==> src/core/hcrm_map.svh <==
// Purpose: offsets, field positions, reset values and timing counts of
//          the holdover clock reference monitor.
// Assumes: 125 MHz system clock; APB register slave with 32-bit data.
// Notes:   definitions only; included by bare name.
`ifndef HCRM_MAP_SVH
`define HCRM_MAP_SVH

// ************************************************************
// register offsets
// ************************************************************
`define HCRM_REG_CTRL 8'h00
`define HCRM_REG_STATUS 8'h04
`define HCRM_REG_IRQ_STATUS 8'h08
`define HCRM_REG_IRQ_ENABLE 8'h0c
`define HCRM_REG_IRQ_CLEAR 8'h10

// ************************************************************
// fields and reset values
// ************************************************************
`define HCRM_CTRL_HOLD_BIT 0
`define HCRM_CTRL_TOL_LSB 1
`define HCRM_CTRL_TOL_MSB 3
`define HCRM_CTRL_RESET 4'h2
`define HCRM_ST_VALID_BIT 0
`define HCRM_ST_BYPASS_BIT 1
`define HCRM_ST_MON_LSB 2
`define HCRM_ST_OUTMODE_LSB 4
`define HCRM_ST_CAP_LSB 8
`define HCRM_ST_COUNT_LSB 16
`define HCRM_ST_SEL_LSB 24
`define HCRM_IRQ_FAIL_BIT 0
`define HCRM_IRQ_RESTORE_BIT 1
`define HCRM_IRQ_LIMIT_BIT 2
`define HCRM_IRQ_RESET 3'h0
`define HCRM_CAP_MID 8'h80
`define HCRM_CAP_MIN 8'h00
`define HCRM_CAP_MAX 8'hff
`define HCRM_PULL_PPM 300
`define HCRM_BYPASS_CODE 4'h0

// ************************************************************
// timing
// ************************************************************
`define HCRM_WIN_SHIFT 4
`define HCRM_CLK_PERIOD_NS 8
`define HCRM_FLAG_EXTRA_NS 25
`define HCRM_FLAG_ASSERT_XTAL 8'h02
`define HCRM_FLAG_DEASSERT_XTAL 4'hc
`define HCRM_FLAG_DEASSERT_EXTRA_CYC \
  ((`HCRM_FLAG_EXTRA_NS + `HCRM_CLK_PERIOD_NS - 1) / `HCRM_CLK_PERIOD_NS)

`endif

==> src/core/hcrm_pkg.sv <==
// Purpose: types of the holdover clock reference monitor.
// Assumes: constants live in hcrm_map.svh.
// Notes:   nothing here is imported; users write hcrm_pkg::name.
`default_nettype none
package hcrm_pkg;

  typedef enum logic [1:0] {mon_hold, mon_qualify, mon_locked} hcrm_mon_e;

  typedef enum logic [2:0] {
    out_div4, out_div2, out_x1, out_x2, out_x4, out_x8
  } hcrm_out_mode_e;

  typedef struct packed {
    logic [3:0] num;
    logic [3:0] den;
    hcrm_out_mode_e out_mode;
  } hcrm_ratio_s;

  typedef struct packed {
    logic [2:0] prev;
    logic [2:0] rise;
  } hcrm_edge_s;

  typedef struct packed {
    hcrm_mon_e mon;
    logic valid;
    logic [7:0] cap_code;
    logic [7:0] win_cnt;
    logic [7:0] ref_cnt;
    logic [7:0] miss_cnt;
    logic [7:0] last_cnt;
    logic win_good;
    logic phase_lead;
    logic sel_q;
    logic [3:0] good_cnt;
    logic [2:0] dly_cnt;
    logic out_clk;
    logic xtal_drive;
    logic [3:0] ctrl;
    logic [2:0] irq_stat;
    logic [2:0] irq_en;
    logic [31:0] prdata;
  } hcrm_state_s;

endpackage
`default_nettype wire

==> src/core/hcrm_edge_detect.sv <==
// Purpose: registered rising-edge pulses for three sampled clock levels.
// Assumes: inputs are synchronous to clk.
// Notes:   one cycle of latency on every pulse, the same for all bits.
`timescale 1ns/1ps
`default_nettype none
module hcrm_edge_detect (
  input wire logic clk,
  input wire logic rst_n,
  input wire logic [2:0] level_in,
  output logic [2:0] rise
);
  hcrm_pkg::hcrm_edge_s st_reg;
  hcrm_pkg::hcrm_edge_s st_next;

  always_comb begin
    st_next = st_reg;
    st_next.prev = level_in;
    st_next.rise = level_in & ~st_reg.prev;
  end

  always_ff @(posedge clk or negedge rst_n) begin
    if (!rst_n) begin
      st_reg <= '0;
    end else begin
      st_reg <= st_next;
    end
  end

  assign rise = st_reg.rise;
endmodule
`default_nettype wire

==> src/core/hcrm_monitor.sv <==
// Purpose: reference selection, validity monitor, crystal tuning code,
//          output banks and APB register slave with interrupt.
// Assumes: all pins synchronous to clk; crystal and references far
//          slower than clk so every edge is seen.
// Notes:   edge counts stand in for the analog loop's comparison.
//
// Decided for this implementation: the APB register port and the register offsets.
`timescale 1ns/1ps
`default_nettype none
`include "hcrm_map.svh"
module hcrm_monitor (
  input wire logic clk,
  input wire logic rst_n,
  input wire logic ref_clock_in_a,
  input wire logic ref_clock_in_b,
  input wire logic reference_select,
  input wire logic [3:0] freq_select,
  input wire logic crystal_in,
  input wire logic feedback_in,
  output logic crystal_out,
  output logic [3:0] bank_a_clock_out,
  output logic [3:0] bank_b_clock_out,
  output logic ref_valid,
  output logic [7:0] cap_array_code,
  output logic irq,
  input wire logic psel,
  input wire logic penable,
  input wire logic pwrite,
  input wire logic [7:0] paddr,
  input wire logic [31:0] pwdata,
  output logic [31:0] prdata,
  output logic pready,
  output logic pslverr
);

  // ************************************************************
  // ratio decode
  // ************************************************************
  function automatic hcrm_pkg::hcrm_ratio_s ratio_of(input logic [3:0] s);
    hcrm_pkg::hcrm_ratio_s r;
    r = '{num: 4'h1, den: 4'h1, out_mode: hcrm_pkg::out_x1};
    case (s)
      4'h8: r = '{num: 4'h2, den: 4'h1, out_mode: hcrm_pkg::out_div2};
      4'he: r = '{num: 4'h6, den: 4'h1, out_mode: hcrm_pkg::out_div2};
      4'h5: r = '{num: 4'h4, den: 4'h5, out_mode: hcrm_pkg::out_div4};
      4'hb: r = '{num: 4'h3, den: 4'h1, out_mode: hcrm_pkg::out_div4};
      4'h3: r = '{num: 4'h1, den: 4'h3, out_mode: hcrm_pkg::out_x1};
      4'h9: r = '{num: 4'h1, den: 4'h1, out_mode: hcrm_pkg::out_x1};
      4'hf: r = '{num: 4'h4, den: 4'h1, out_mode: hcrm_pkg::out_x1};
      4'hc: r = '{num: 4'h8, den: 4'h1, out_mode: hcrm_pkg::out_x1};
      4'h1: r = '{num: 4'h1, den: 4'h8, out_mode: hcrm_pkg::out_x2};
      4'h6: r = '{num: 4'h1, den: 4'h2, out_mode: hcrm_pkg::out_x2};
      4'hd: r = '{num: 4'h2, den: 4'h1, out_mode: hcrm_pkg::out_x2};
      4'h4: r = '{num: 4'h1, den: 4'h2, out_mode: hcrm_pkg::out_x4};
      4'ha: r = '{num: 4'h3, den: 4'h2, out_mode: hcrm_pkg::out_x4};
      4'h2: r = '{num: 4'h1, den: 4'h6, out_mode: hcrm_pkg::out_x8};
      4'h7: r = '{num: 4'h3, den: 4'h4, out_mode: hcrm_pkg::out_x8};
      default: r = '{num: 4'h1, den: 4'h1, out_mode: hcrm_pkg::out_x1};
    endcase
    return r;
  endfunction

  // crystal periods without a reference edge before the flag falls;
  // a reference slower than the crystal needs its own period plus one
  function automatic logic [7:0] miss_limit(input hcrm_pkg::hcrm_ratio_s r);
    logic [7:0] per;
    per = 8'((r.den + r.num - 4'h1) / r.num);
    if (r.num >= r.den) begin
      return `HCRM_FLAG_ASSERT_XTAL;
    end
    return per + 8'h01;
  endfunction

  function automatic logic [7:0] sat_inc(input logic [7:0] v);
    return (v == 8'hff) ? v : v + 8'h01;
  endfunction

  function automatic logic [7:0] abs_diff(input logic [7:0] a,
                                          input logic [7:0] b);
    return (a > b) ? a - b : b - a;
  endfunction

  // ************************************************************
  // edges and selection
  // ************************************************************
  hcrm_pkg::hcrm_state_s st_reg;
  hcrm_pkg::hcrm_state_s st_next;
  hcrm_pkg::hcrm_ratio_s ratio;
  logic ref_sel;
  logic ref_rise;
  logic xtal_rise;
  logic fb_rise;
  logic bypass;
  logic [7:0] win_len;
  logic [7:0] expect_cnt;
  logic [7:0] ref_cnt_now;
  logic missing;
  logic win_end;
  logic win_ok;
  logic ev_fail;
  logic ev_restore;
  logic ev_limit;
  logic acc;
  logic wr;
  logic mapped;

  assign ref_sel = reference_select ? ref_clock_in_a :
                   ref_clock_in_b;
  assign bypass = (freq_select == `HCRM_BYPASS_CODE);
  assign ratio = ratio_of(freq_select);
  assign win_len = 8'(ratio.den) << `HCRM_WIN_SHIFT;
  assign expect_cnt = 8'(ratio.num) << `HCRM_WIN_SHIFT;

  hcrm_edge_detect u_edges (
    .clk(clk),
    .rst_n(rst_n),
    .level_in({feedback_in, crystal_in, ref_sel}),
    .rise({fb_rise, xtal_rise, ref_rise})
  );

  // ************************************************************
  // apb decode
  // ************************************************************
  assign acc = psel && penable;
  assign wr = acc && pwrite;
  assign mapped = (paddr == `HCRM_REG_CTRL) || (paddr == `HCRM_REG_STATUS) ||
                  (paddr == `HCRM_REG_IRQ_STATUS) ||
                  (paddr == `HCRM_REG_IRQ_ENABLE) ||
                  (paddr == `HCRM_REG_IRQ_CLEAR);
  assign pready = 1'b1;
  assign pslverr = acc && !mapped;

  // ************************************************************
  // next state
  // ************************************************************
  always_comb begin
    st_next = st_reg;
    ev_fail = 1'b0;
    ev_restore = 1'b0;
    ev_limit = 1'b0;
    ref_cnt_now = st_reg.ref_cnt;
    if (ref_rise) begin
      ref_cnt_now = sat_inc(st_reg.ref_cnt);
    end
    missing = (st_reg.miss_cnt >= miss_limit(ratio));
    win_end = xtal_rise && (sat_inc(st_reg.win_cnt) >= win_len);
    win_ok = abs_diff(ref_cnt_now, expect_cnt) <=
             8'(st_reg.ctrl[`HCRM_CTRL_TOL_MSB:`HCRM_CTRL_TOL_LSB]);

    // phase sense: feedback already high at a reference edge means
    // the outputs lead the reference
    if (ref_rise) begin
      st_next.miss_cnt = 8'h00;
      st_next.phase_lead = feedback_in || fb_rise;
    end else if (xtal_rise) begin
      st_next.miss_cnt = sat_inc(st_reg.miss_cnt);
    end
    st_next.ref_cnt = ref_cnt_now;

    // window of crystal periods compared with reference edges
    if (xtal_rise) begin
      st_next.win_cnt = sat_inc(st_reg.win_cnt);
    end
    if (win_end) begin
      st_next.win_cnt = 8'h00;
      st_next.ref_cnt = 8'h00;
      st_next.last_cnt = ref_cnt_now;
      st_next.win_good = win_ok;
    end
    // a reference swap restarts measurement, never touches the crystal
    st_next.sel_q = reference_select;
    if (st_reg.sel_q != reference_select) begin
      st_next.win_cnt = 8'h00;
      st_next.ref_cnt = 8'h00;
      st_next.win_good = 1'b0;
    end

    // tuning runs only while locked, so a lost or out-of-range
    // reference leaves the last code in place
    if (win_end && st_reg.mon == hcrm_pkg::mon_locked && win_ok && !bypass &&
        !st_reg.ctrl[`HCRM_CTRL_HOLD_BIT]) begin
      if (ref_cnt_now > expect_cnt ||
          (ref_cnt_now == expect_cnt && !st_reg.phase_lead)) begin
        if (st_reg.cap_code != `HCRM_CAP_MIN) begin
          st_next.cap_code = st_reg.cap_code - 8'h01;
        end else begin
          ev_limit = 1'b1;
        end
      end else begin
        if (st_reg.cap_code != `HCRM_CAP_MAX) begin
          st_next.cap_code = st_reg.cap_code + 8'h01;
        end else begin
          ev_limit = 1'b1;
        end
      end
    end

    // ************************************************************
    // validity with hysteresis
    // ************************************************************
    case (st_reg.mon)
      hcrm_pkg::mon_locked: begin
        if (missing || (win_end && !win_ok && !bypass)) begin
          st_next.mon = hcrm_pkg::mon_hold;
          st_next.valid = 1'b0;
          ev_fail = 1'b1;
        end
      end
      hcrm_pkg::mon_hold: begin
        if (!missing && (bypass || st_reg.win_good)) begin
          st_next.mon = hcrm_pkg::mon_qualify;
          st_next.good_cnt = 4'h0;
          st_next.dly_cnt = 3'h0;
        end
      end
      hcrm_pkg::mon_qualify: begin
        if (missing || (win_end && !win_ok && !bypass)) begin
          st_next.mon = hcrm_pkg::mon_hold;
        end else if (st_reg.good_cnt < `HCRM_FLAG_DEASSERT_XTAL) begin
          if (xtal_rise) begin
            st_next.good_cnt = st_reg.good_cnt + 4'h1;
          end
        end else if (st_reg.dly_cnt < 3'(`HCRM_FLAG_DEASSERT_EXTRA_CYC)) begin
          st_next.dly_cnt = st_reg.dly_cnt + 3'h1;
        end else begin
          st_next.mon = hcrm_pkg::mon_locked;
          st_next.valid = 1'b1;
          ev_restore = 1'b1;
        end
      end
      default: begin
        st_next.mon = hcrm_pkg::mon_hold;
        st_next.valid = 1'b0;
      end
    endcase

    // ************************************************************
    // output path
    // ************************************************************
    // the crystal is the only source of the banks except in bypass
    st_next.out_clk = bypass ? ref_sel : crystal_in;
    st_next.xtal_drive = ~crystal_in;

    // ************************************************************
    // registers and interrupt
    // ************************************************************
    if (wr && paddr == `HCRM_REG_CTRL) begin
      st_next.ctrl = pwdata[3:0];
    end
    if (wr && paddr == `HCRM_REG_IRQ_ENABLE) begin
      st_next.irq_en = pwdata[2:0];
    end
    // a new event in the clearing cycle survives the clear
    st_next.irq_stat = st_reg.irq_stat;
    if (wr && paddr == `HCRM_REG_IRQ_CLEAR) begin
      st_next.irq_stat = st_reg.irq_stat & ~pwdata[2:0];
    end
    st_next.irq_stat[`HCRM_IRQ_FAIL_BIT] =
      st_next.irq_stat[`HCRM_IRQ_FAIL_BIT] | ev_fail;
    st_next.irq_stat[`HCRM_IRQ_RESTORE_BIT] =
      st_next.irq_stat[`HCRM_IRQ_RESTORE_BIT] | ev_restore;
    st_next.irq_stat[`HCRM_IRQ_LIMIT_BIT] =
      st_next.irq_stat[`HCRM_IRQ_LIMIT_BIT] | ev_limit;

    // read data is captured in the setup cycle so it stands from a flop
    if (psel && !penable) begin
      st_next.prdata = 32'h0;
      case (paddr)
        `HCRM_REG_CTRL: begin
          st_next.prdata[3:0] = st_reg.ctrl;
        end
        `HCRM_REG_STATUS: begin
          st_next.prdata[`HCRM_ST_VALID_BIT] = st_reg.valid;
          st_next.prdata[`HCRM_ST_BYPASS_BIT] = bypass;
          st_next.prdata[`HCRM_ST_MON_LSB +: 2] = st_reg.mon;
          st_next.prdata[`HCRM_ST_OUTMODE_LSB +: 3] = ratio.out_mode;
          st_next.prdata[`HCRM_ST_CAP_LSB +: 8] = st_reg.cap_code;
          st_next.prdata[`HCRM_ST_COUNT_LSB +: 8] = st_reg.last_cnt;
          st_next.prdata[`HCRM_ST_SEL_LSB +: 4] = freq_select;
        end
        `HCRM_REG_IRQ_STATUS: begin
          st_next.prdata[2:0] = st_reg.irq_stat;
        end
        `HCRM_REG_IRQ_ENABLE: begin
          st_next.prdata[2:0] = st_reg.irq_en;
        end
        default: begin
          st_next.prdata = 32'h0;
        end
      endcase
    end
  end

  // ************************************************************
  // state register
  // ************************************************************
  always_ff @(posedge clk or negedge rst_n) begin
    if (!rst_n) begin
      st_reg <= '0;
      st_reg.mon <= hcrm_pkg::mon_hold;
      st_reg.cap_code <= `HCRM_CAP_MID;
      st_reg.ctrl <= `HCRM_CTRL_RESET;
      st_reg.irq_stat <= `HCRM_IRQ_RESET;
      st_reg.irq_en <= `HCRM_IRQ_RESET;
    end else begin
      st_reg <= st_next;
    end
  end

  // ************************************************************
  // outputs
  // ************************************************************
  // both banks of four come from the same flop, so they stay aligned
  assign bank_a_clock_out = {4{st_reg.out_clk}};
  assign bank_b_clock_out = {4{st_reg.out_clk}};
  assign crystal_out = st_reg.xtal_drive;
  assign ref_valid = st_reg.valid;
  assign cap_array_code = st_reg.cap_code;
  assign irq = |(st_reg.irq_stat & st_reg.irq_en);
  assign prdata = st_reg.prdata;

endmodule
`default_nettype wire

==> config.mk <==
export PLATFORM = sky130hd
export DESIGN_NAME = hcrm_monitor
export DESIGN_NICKNAME = d
export VERILOG_FILES = /design/src/core/hcrm_pkg.sv /design/src/core/hcrm_edge_detect.sv /design/src/core/hcrm_monitor.sv
export VERILOG_INCLUDE_DIRS = /design/src /design/src/core
export SDC_FILE = /design/constraint.sdc
export NUM_CORES = 1
export LEC_CHECK = 0
export BUFFER_PORTS_ARGS = -buffer_cell sky130_fd_sc_hd__buf_4
export CAP_MARGIN = 0
export CORE_MARGIN = 1.5
export CORE_UTILIZATION = 40
export CTS_CLUSTER_SIZE = 20
export DETAILED_ROUTE_END_ITERATION = 8
export PLACE_DENSITY_LB_ADDON = 0.3
export SETUP_SLACK_MARGIN = 0.05
export SYNTH_ARGS = -nofsm -noshare
export SYNTH_HDL_FRONTEND = slang
export SYNTH_SLANG_ARGS = --single-unit
==> constraint.sdc <==
create_clock -name clk -period 7.6 [get_ports clk]
set_clock_uncertainty 0.2 [all_clocks]
set_input_delay 0.76 -clock clk [delete_from_list [all_inputs] [get_ports clk]]
set_output_delay 0.76 -clock clk [all_outputs]
set_load 0.02 [all_outputs]
==> flow_summary.yaml, run 1 <==
logic_synthesis:
  yosysWarnings: 0
  ys_seq_elements: 98
  postSynthAreaPerCell_um2: 9.05
  synth_cell_types: 78
  synth_edf_count: 0
  syn-instance-count: 862
  syn_area_mm2: 0.00780
  ys_seq_area_frac: 0.315
  async_reset_ff_frac: 1.00
  synth_ff_type: "dfrtp_1"
final_layout:
  drive_gt1_frac: 0.348
  syn2layout_area_growth_pct: 30.6
  final_common_cell: "buf_4"
  largest_reg_flops: 54
  final_cells: 1316
  n_fill_cell: 1712
  nNetsFinal: 1181
  design_area_mm2: 0.0102
  antenna_cells: 0
  final_cell_mix: "buf_4 (243), dfrtp_1 (96), nand2_1 (66)"
floorplanning:
  io_pins: 107
  core-area_mm2: 0.0189
  fp.dieH_um: 143
  core.rowCount: 50
  start_util: 0.413
  die_area_mm2: 0.0204
  dieWidth_um: 143
place:
  post-place-ws_ns: -7.21
  place_area_mm2: 0.00930
  place_hpwl_um: 14600
  io_buffers: 72
  placed_cells: 1256
  place.gp.congestion: 0.834
setup_path:
  cp_top_family: "simple AND/OR/NAND/NOR gates"
  cp.required_ns: 7.64
  path_buf_inv: 21
  crit_cells: 82
  critPathMaxStageDelay_ns: 0.46
  cpMaxStageDelayCell: "or4_4"
  cp_common_cell: "buf_4"
  worst-path-max-fanout: 4
  arrival_ns: 14.31
  crit_type: "in2reg"
  critPathLaunchType: "primary input"
  r2r_cells: 22
  cp-end-kind: "flop"
sta:
  setup_slack_ns: -6.67
  finalSetupViolations: 12
  hold_viol_final: 0
  drv_slew: 0
  period_share: 1.88
  rsz0062_at_grt: "yes"
  tightest_slew_ns: 0.952
  timing.fmax_mhz: 70.1
  min_period_ns: 14.27
  fin_tns_setup_ns: -77.79
  max-slew-margin-rel: 0.365
flow_run:
  maxCapViolCount: 0
clock_network:
  numClockSinks: 98
  insertion_delay_ns: 0.35
  ctsHoldBuffers: 0
  cts_tree: "built"
  cts_buffers: 9
  cts_root_buffer: "clkbuf_16"
  cts.htree.levels: 3
  clk_pin_slew_worst_paths_ns: 0.07
  clockBufferDepth: 2
status:
  violations: "negative setup slack"
  outcome: "complete, but fails checks"
route:
  wl_per_cell_um: 14.7
  vias: 6872
  drtAntennaViolNets: 0
  drc_errors: 0
  wl_um: 19300
  drtIter0Drc: 311
  vias_per_cell: 5.22
  drt_first_pass_iters: 4
global_route:
  grt_overflow_total: 0
  grt_antenna_before_repair: 0
  first_global_vias: 6605
  grt_util_all_layers: 0.193
  grt_max_degree: 78
  grt_pass1_wl_um: 31500
hold_path:
  hold_class: "in2async"
## synth_stat cells, types with 13 or more instances
cell      count  area, µm²
nand2_1      66        248
xor2_1       18        158
xnor2_1      20        175
dfrtp_1      96       2400
a22o_1       26        228
nand2b_1     13       81.3
mux2i_1      19        190
o21ai_0      42        210
mux2_2       20        225
buf_4        49        368
o21a_1       16        120
a21o_1       19        143
nand3_1      21        105
nor2_1       70        263
clkbuf_1     14       52.6
nor3_1       22        110
inv_1        46        173
ha_1         73        913
a21oi_1      42        210
## routing by layer
metal,part of all wire,vias up,GRT usage
met4,0.015,0,0.0499
met5,0,-,0
met3,0.031,18,0.0262
li1,-,3439,-
met1,0.47,3310,0.253
met2,0.48,105,0.333
## cell type report
cell class	instances	area, µm²	area share
clock buffers	9	225	0.0221
repair buffers	246	1860	0.183
flip-flops and latches	98	2450	0.241
multi-input cells	648	5040	0.495
inverters	48	189	0.0185
well taps	260	325	0.0319
clock inverters	7	95.1	0.00933
## worst reg2reg max path, delay by kind of cell, from the launching register on
family | cells | cell delay (ns)
flip-flops | 1 | 0.43
XOR/XNOR | 1 | 0.35
multiplexers | 1 | 0.36
buffers and inverters | 2 | 0.29
AO/OA/AOI/OAI | 8 | 1.64
adder cells (fa/ha/maj) | 4 | 1.18
AND/OR/NAND/NOR | 6 | 1.34
## logic make-up after synthesis
logic type               share of synthesized area
AND/OR/NAND/NOR                              0.178
AO/OA/AOI/OAI                                0.186
buffers and inverters                       0.0853
flip-flops                                   0.315
adder cells (fa/ha/maj)                      0.127
multiplexers                                0.0657
XOR/XNOR                                    0.0426
other                                     0.000962
## final timing paths
check	start	end	slack (ns)
max	freq_select[1]	st_reg[44]	-6.67
max reg2reg	st_reg[70]	cap_array_code[4]	1.69
min	rst_n	prdata[21]	0.09
min reg2reg	u_edges.st_reg[4]	u_edges.rise[1]	0.19
max in group asynchronous	rst_n	prdata[0]	5.86
min in group clk	u_edges.st_reg[4]	u_edges.rise[1]	0.19
## per-stage QoR
stage | util | hold WS [ns]
finish | 0.539 | 0.0888
global route | 0.539 | 0.102
CTS | 0.529 | 0.0840
detailed placement | 0.492 | 0.182
global placement | 0.492 | 0.182
floorplan | - | 0.173
## timing repair
item                                    in CTS  in global routing
setup buffers                               28                 16
gates resized for setup                     37                 14
endpoints found under the setup margin      12                 12
pin swaps                                   24                 24
hold endpoints to repair                     0                  0
Power of run 1 is left out: the tool's default activity adds up to more than one toggle a clock period on the data nets, which glitch-free logic cannot reach.
==> run 2, diff against run 1 <==
Settings changed: CTS_BUF_LIST set to sky130_fd_sc_hd__clkbuf_8, SETUP_SLACK_MARGIN 0.05 to 0.3.
==> flow_summary.yaml, run 2 (synthesis gave the netlist of run 1 again) <==
status:
  outcome: "complete, but fails checks"
  violations: "negative setup slack"
sta:
  rsz0062_at_grt: "yes"
  hold_viol_final: 0
  whs_ns: 0.0478
  finalSetupViolations: 12
  min_period_ns: 14.23
  timing.fmax_mhz: 70.3
  setup_slack_ns: -6.63
  period_share: 1.87
  tightest_slew_ns: 0.955
  drv_slew: 0
  max-slew-margin-rel: 0.363
final_layout:
  drive_gt1_frac: 0.348
  final_common_cell: "buf_4"
  antenna_cells: 0
  final_cells: 1316
  nNetsFinal: 1181
  syn2layout_area_growth_pct: 29.3
  regArea_mm2: 0.00245
  largest_reg_flops: 54
  design_area_mm2: 0.0101
  final_cell_mix: "buf_4 (243), dfrtp_1 (96), nand2_1 (66)"
  n_fill_cell: 1727
  multi_input_area_mm2: 0.00504
place:
  post-place-ws_ns: -7.21
  placed_cells: 1256
  place_hpwl_um: 14600
  io_buffers: 72
  place.gp.congestion: 0.834
  place_area_mm2: 0.00930
setup_path:
  cp-end-kind: "flop"
  cp_top_family: "compound AO/OA/AOI/OAI gates"
  crit_type: "in2reg"
  critPathMaxStageDelay_ns: 0.46
  cp.required_ns: 7.68
  worst-path-max-fanout: 4
  arrival_ns: 14.30
  cpMaxStageDelayCell: "or4_4"
  path_buf_inv: 20
  cp_common_cell: "buf_4"
  critPathLaunchType: "primary input"
floorplanning:
  dieWidth_um: 143
  core.rowCount: 50
  fp.dieH_um: 143
  core-area_mm2: 0.0189
  io_pins: 107
  die_area_mm2: 0.0204
  start_util: 0.413
route:
  drtIter0Drc: 295
  drtAntennaViolNets: 0
  wl_um: 19300
  drc_errors: 0
  vias_per_cell: 5.20
  vias: 6842
  drt_first_pass_iters: 4
  wl_per_cell_um: 14.7
clock_network:
  insertion_delay_ns: 0.38
  cts.htree.levels: 3
  numClockSinks: 98
  cts_buffers: 9
  ctsHoldBuffers: 0
  cts_root_buffer: "clkbuf_8"
  clockBufferDepth: 2
  cts_tree: "built"
  clk_pin_slew_worst_paths_ns: 0.11
global_route:
  grt_max_degree: 78
  grt_util_all_layers: 0.192
  grt_antenna_before_repair: 0
  grt_pass1_wl_um: 31400
  first_global_vias: 6598
  grt_overflow_total: 0
hold_path:
  hold_class: "in2async"
flow_run:
  maxCapViolCount: 0
==> run 2: per-stage QoR <==
step                setup TNS (ns)  utilization
floorplan                   -82.18            -
global placement            -80.23        0.492
detailed placement          -84.53        0.492
CTS                         -75.36        0.523
global route                -85.81        0.534
finish                      -77.35        0.534
==> run 2: repair_timing <==
item	CTS	global route
buffers inserted	28	16
resized for setup	37	14
pin swaps	24	24
setup endpoints to repair	12	12
==> run 2: layout make-up <==
cell class | count | share of cell area
Timing Repair Buffer | 246 | 0.185
Tap cell | 260 | 0.0322
Clock buffer | 9 | 0.0123
Multi-Input combinational cell | 648 | 0.500
Inverter | 48 | 0.0187
Sequential cell | 98 | 0.243
Clock inverter | 7 | 0.00942
==> run 2: per-layer routing <==
layer / vias up / wire (µm) / track usage
li1: 3435 / - / -
met1: 3299 / 9320 / 0.254
met2: 89 / 9330 / 0.331
met3: 19 / 415 / 0.0262
met4: 0 / 262 / 0.0445
met5: - / 0 / 0
==> run 2: final timing paths <==
kind,startpoint,endpoint,slack [ns],cells past startpoint
hold reg to reg,u_edges.st_reg[4],u_edges.rise[1],0.19,1
hold / removal,rst_n,prdata[21],0.05,1
setup reg to reg,st_reg[70],cap_array_code[4],1.63,22
max in group asynchronous,rst_n,st_reg[48],5.89,2
setup / recovery,freq_select[0],st_reg[44],-6.63,83
min in group clk,u_edges.st_reg[4],u_edges.rise[1],0.19,1
==> run 2: worst register-to-register path, cell delays in order (launching register included) <==
cell and delay (ns):
dfrtp_1 0.44, ha_1 0.25, nand4_1 0.25, o21ai_1 0.48, nor2_1 0.12, xnor2_1 0.35, ha_1 0.21, inv_1 0.06
fa_1 0.41, nand2b_1 0.16, a31oi_1 0.39, a31oi_1 0.19, nor2_1 0.13, a21oi_1 0.05, ha_1 0.31, a21o_1 0.18
a21oi_1 0.13, a31oi_1 0.05, a21oi_1 0.17, nand3_1 0.29, nor4_2 0.43, buf_4 0.24, mux2_2 0.36
Power of run 2 is left out for the same reason.
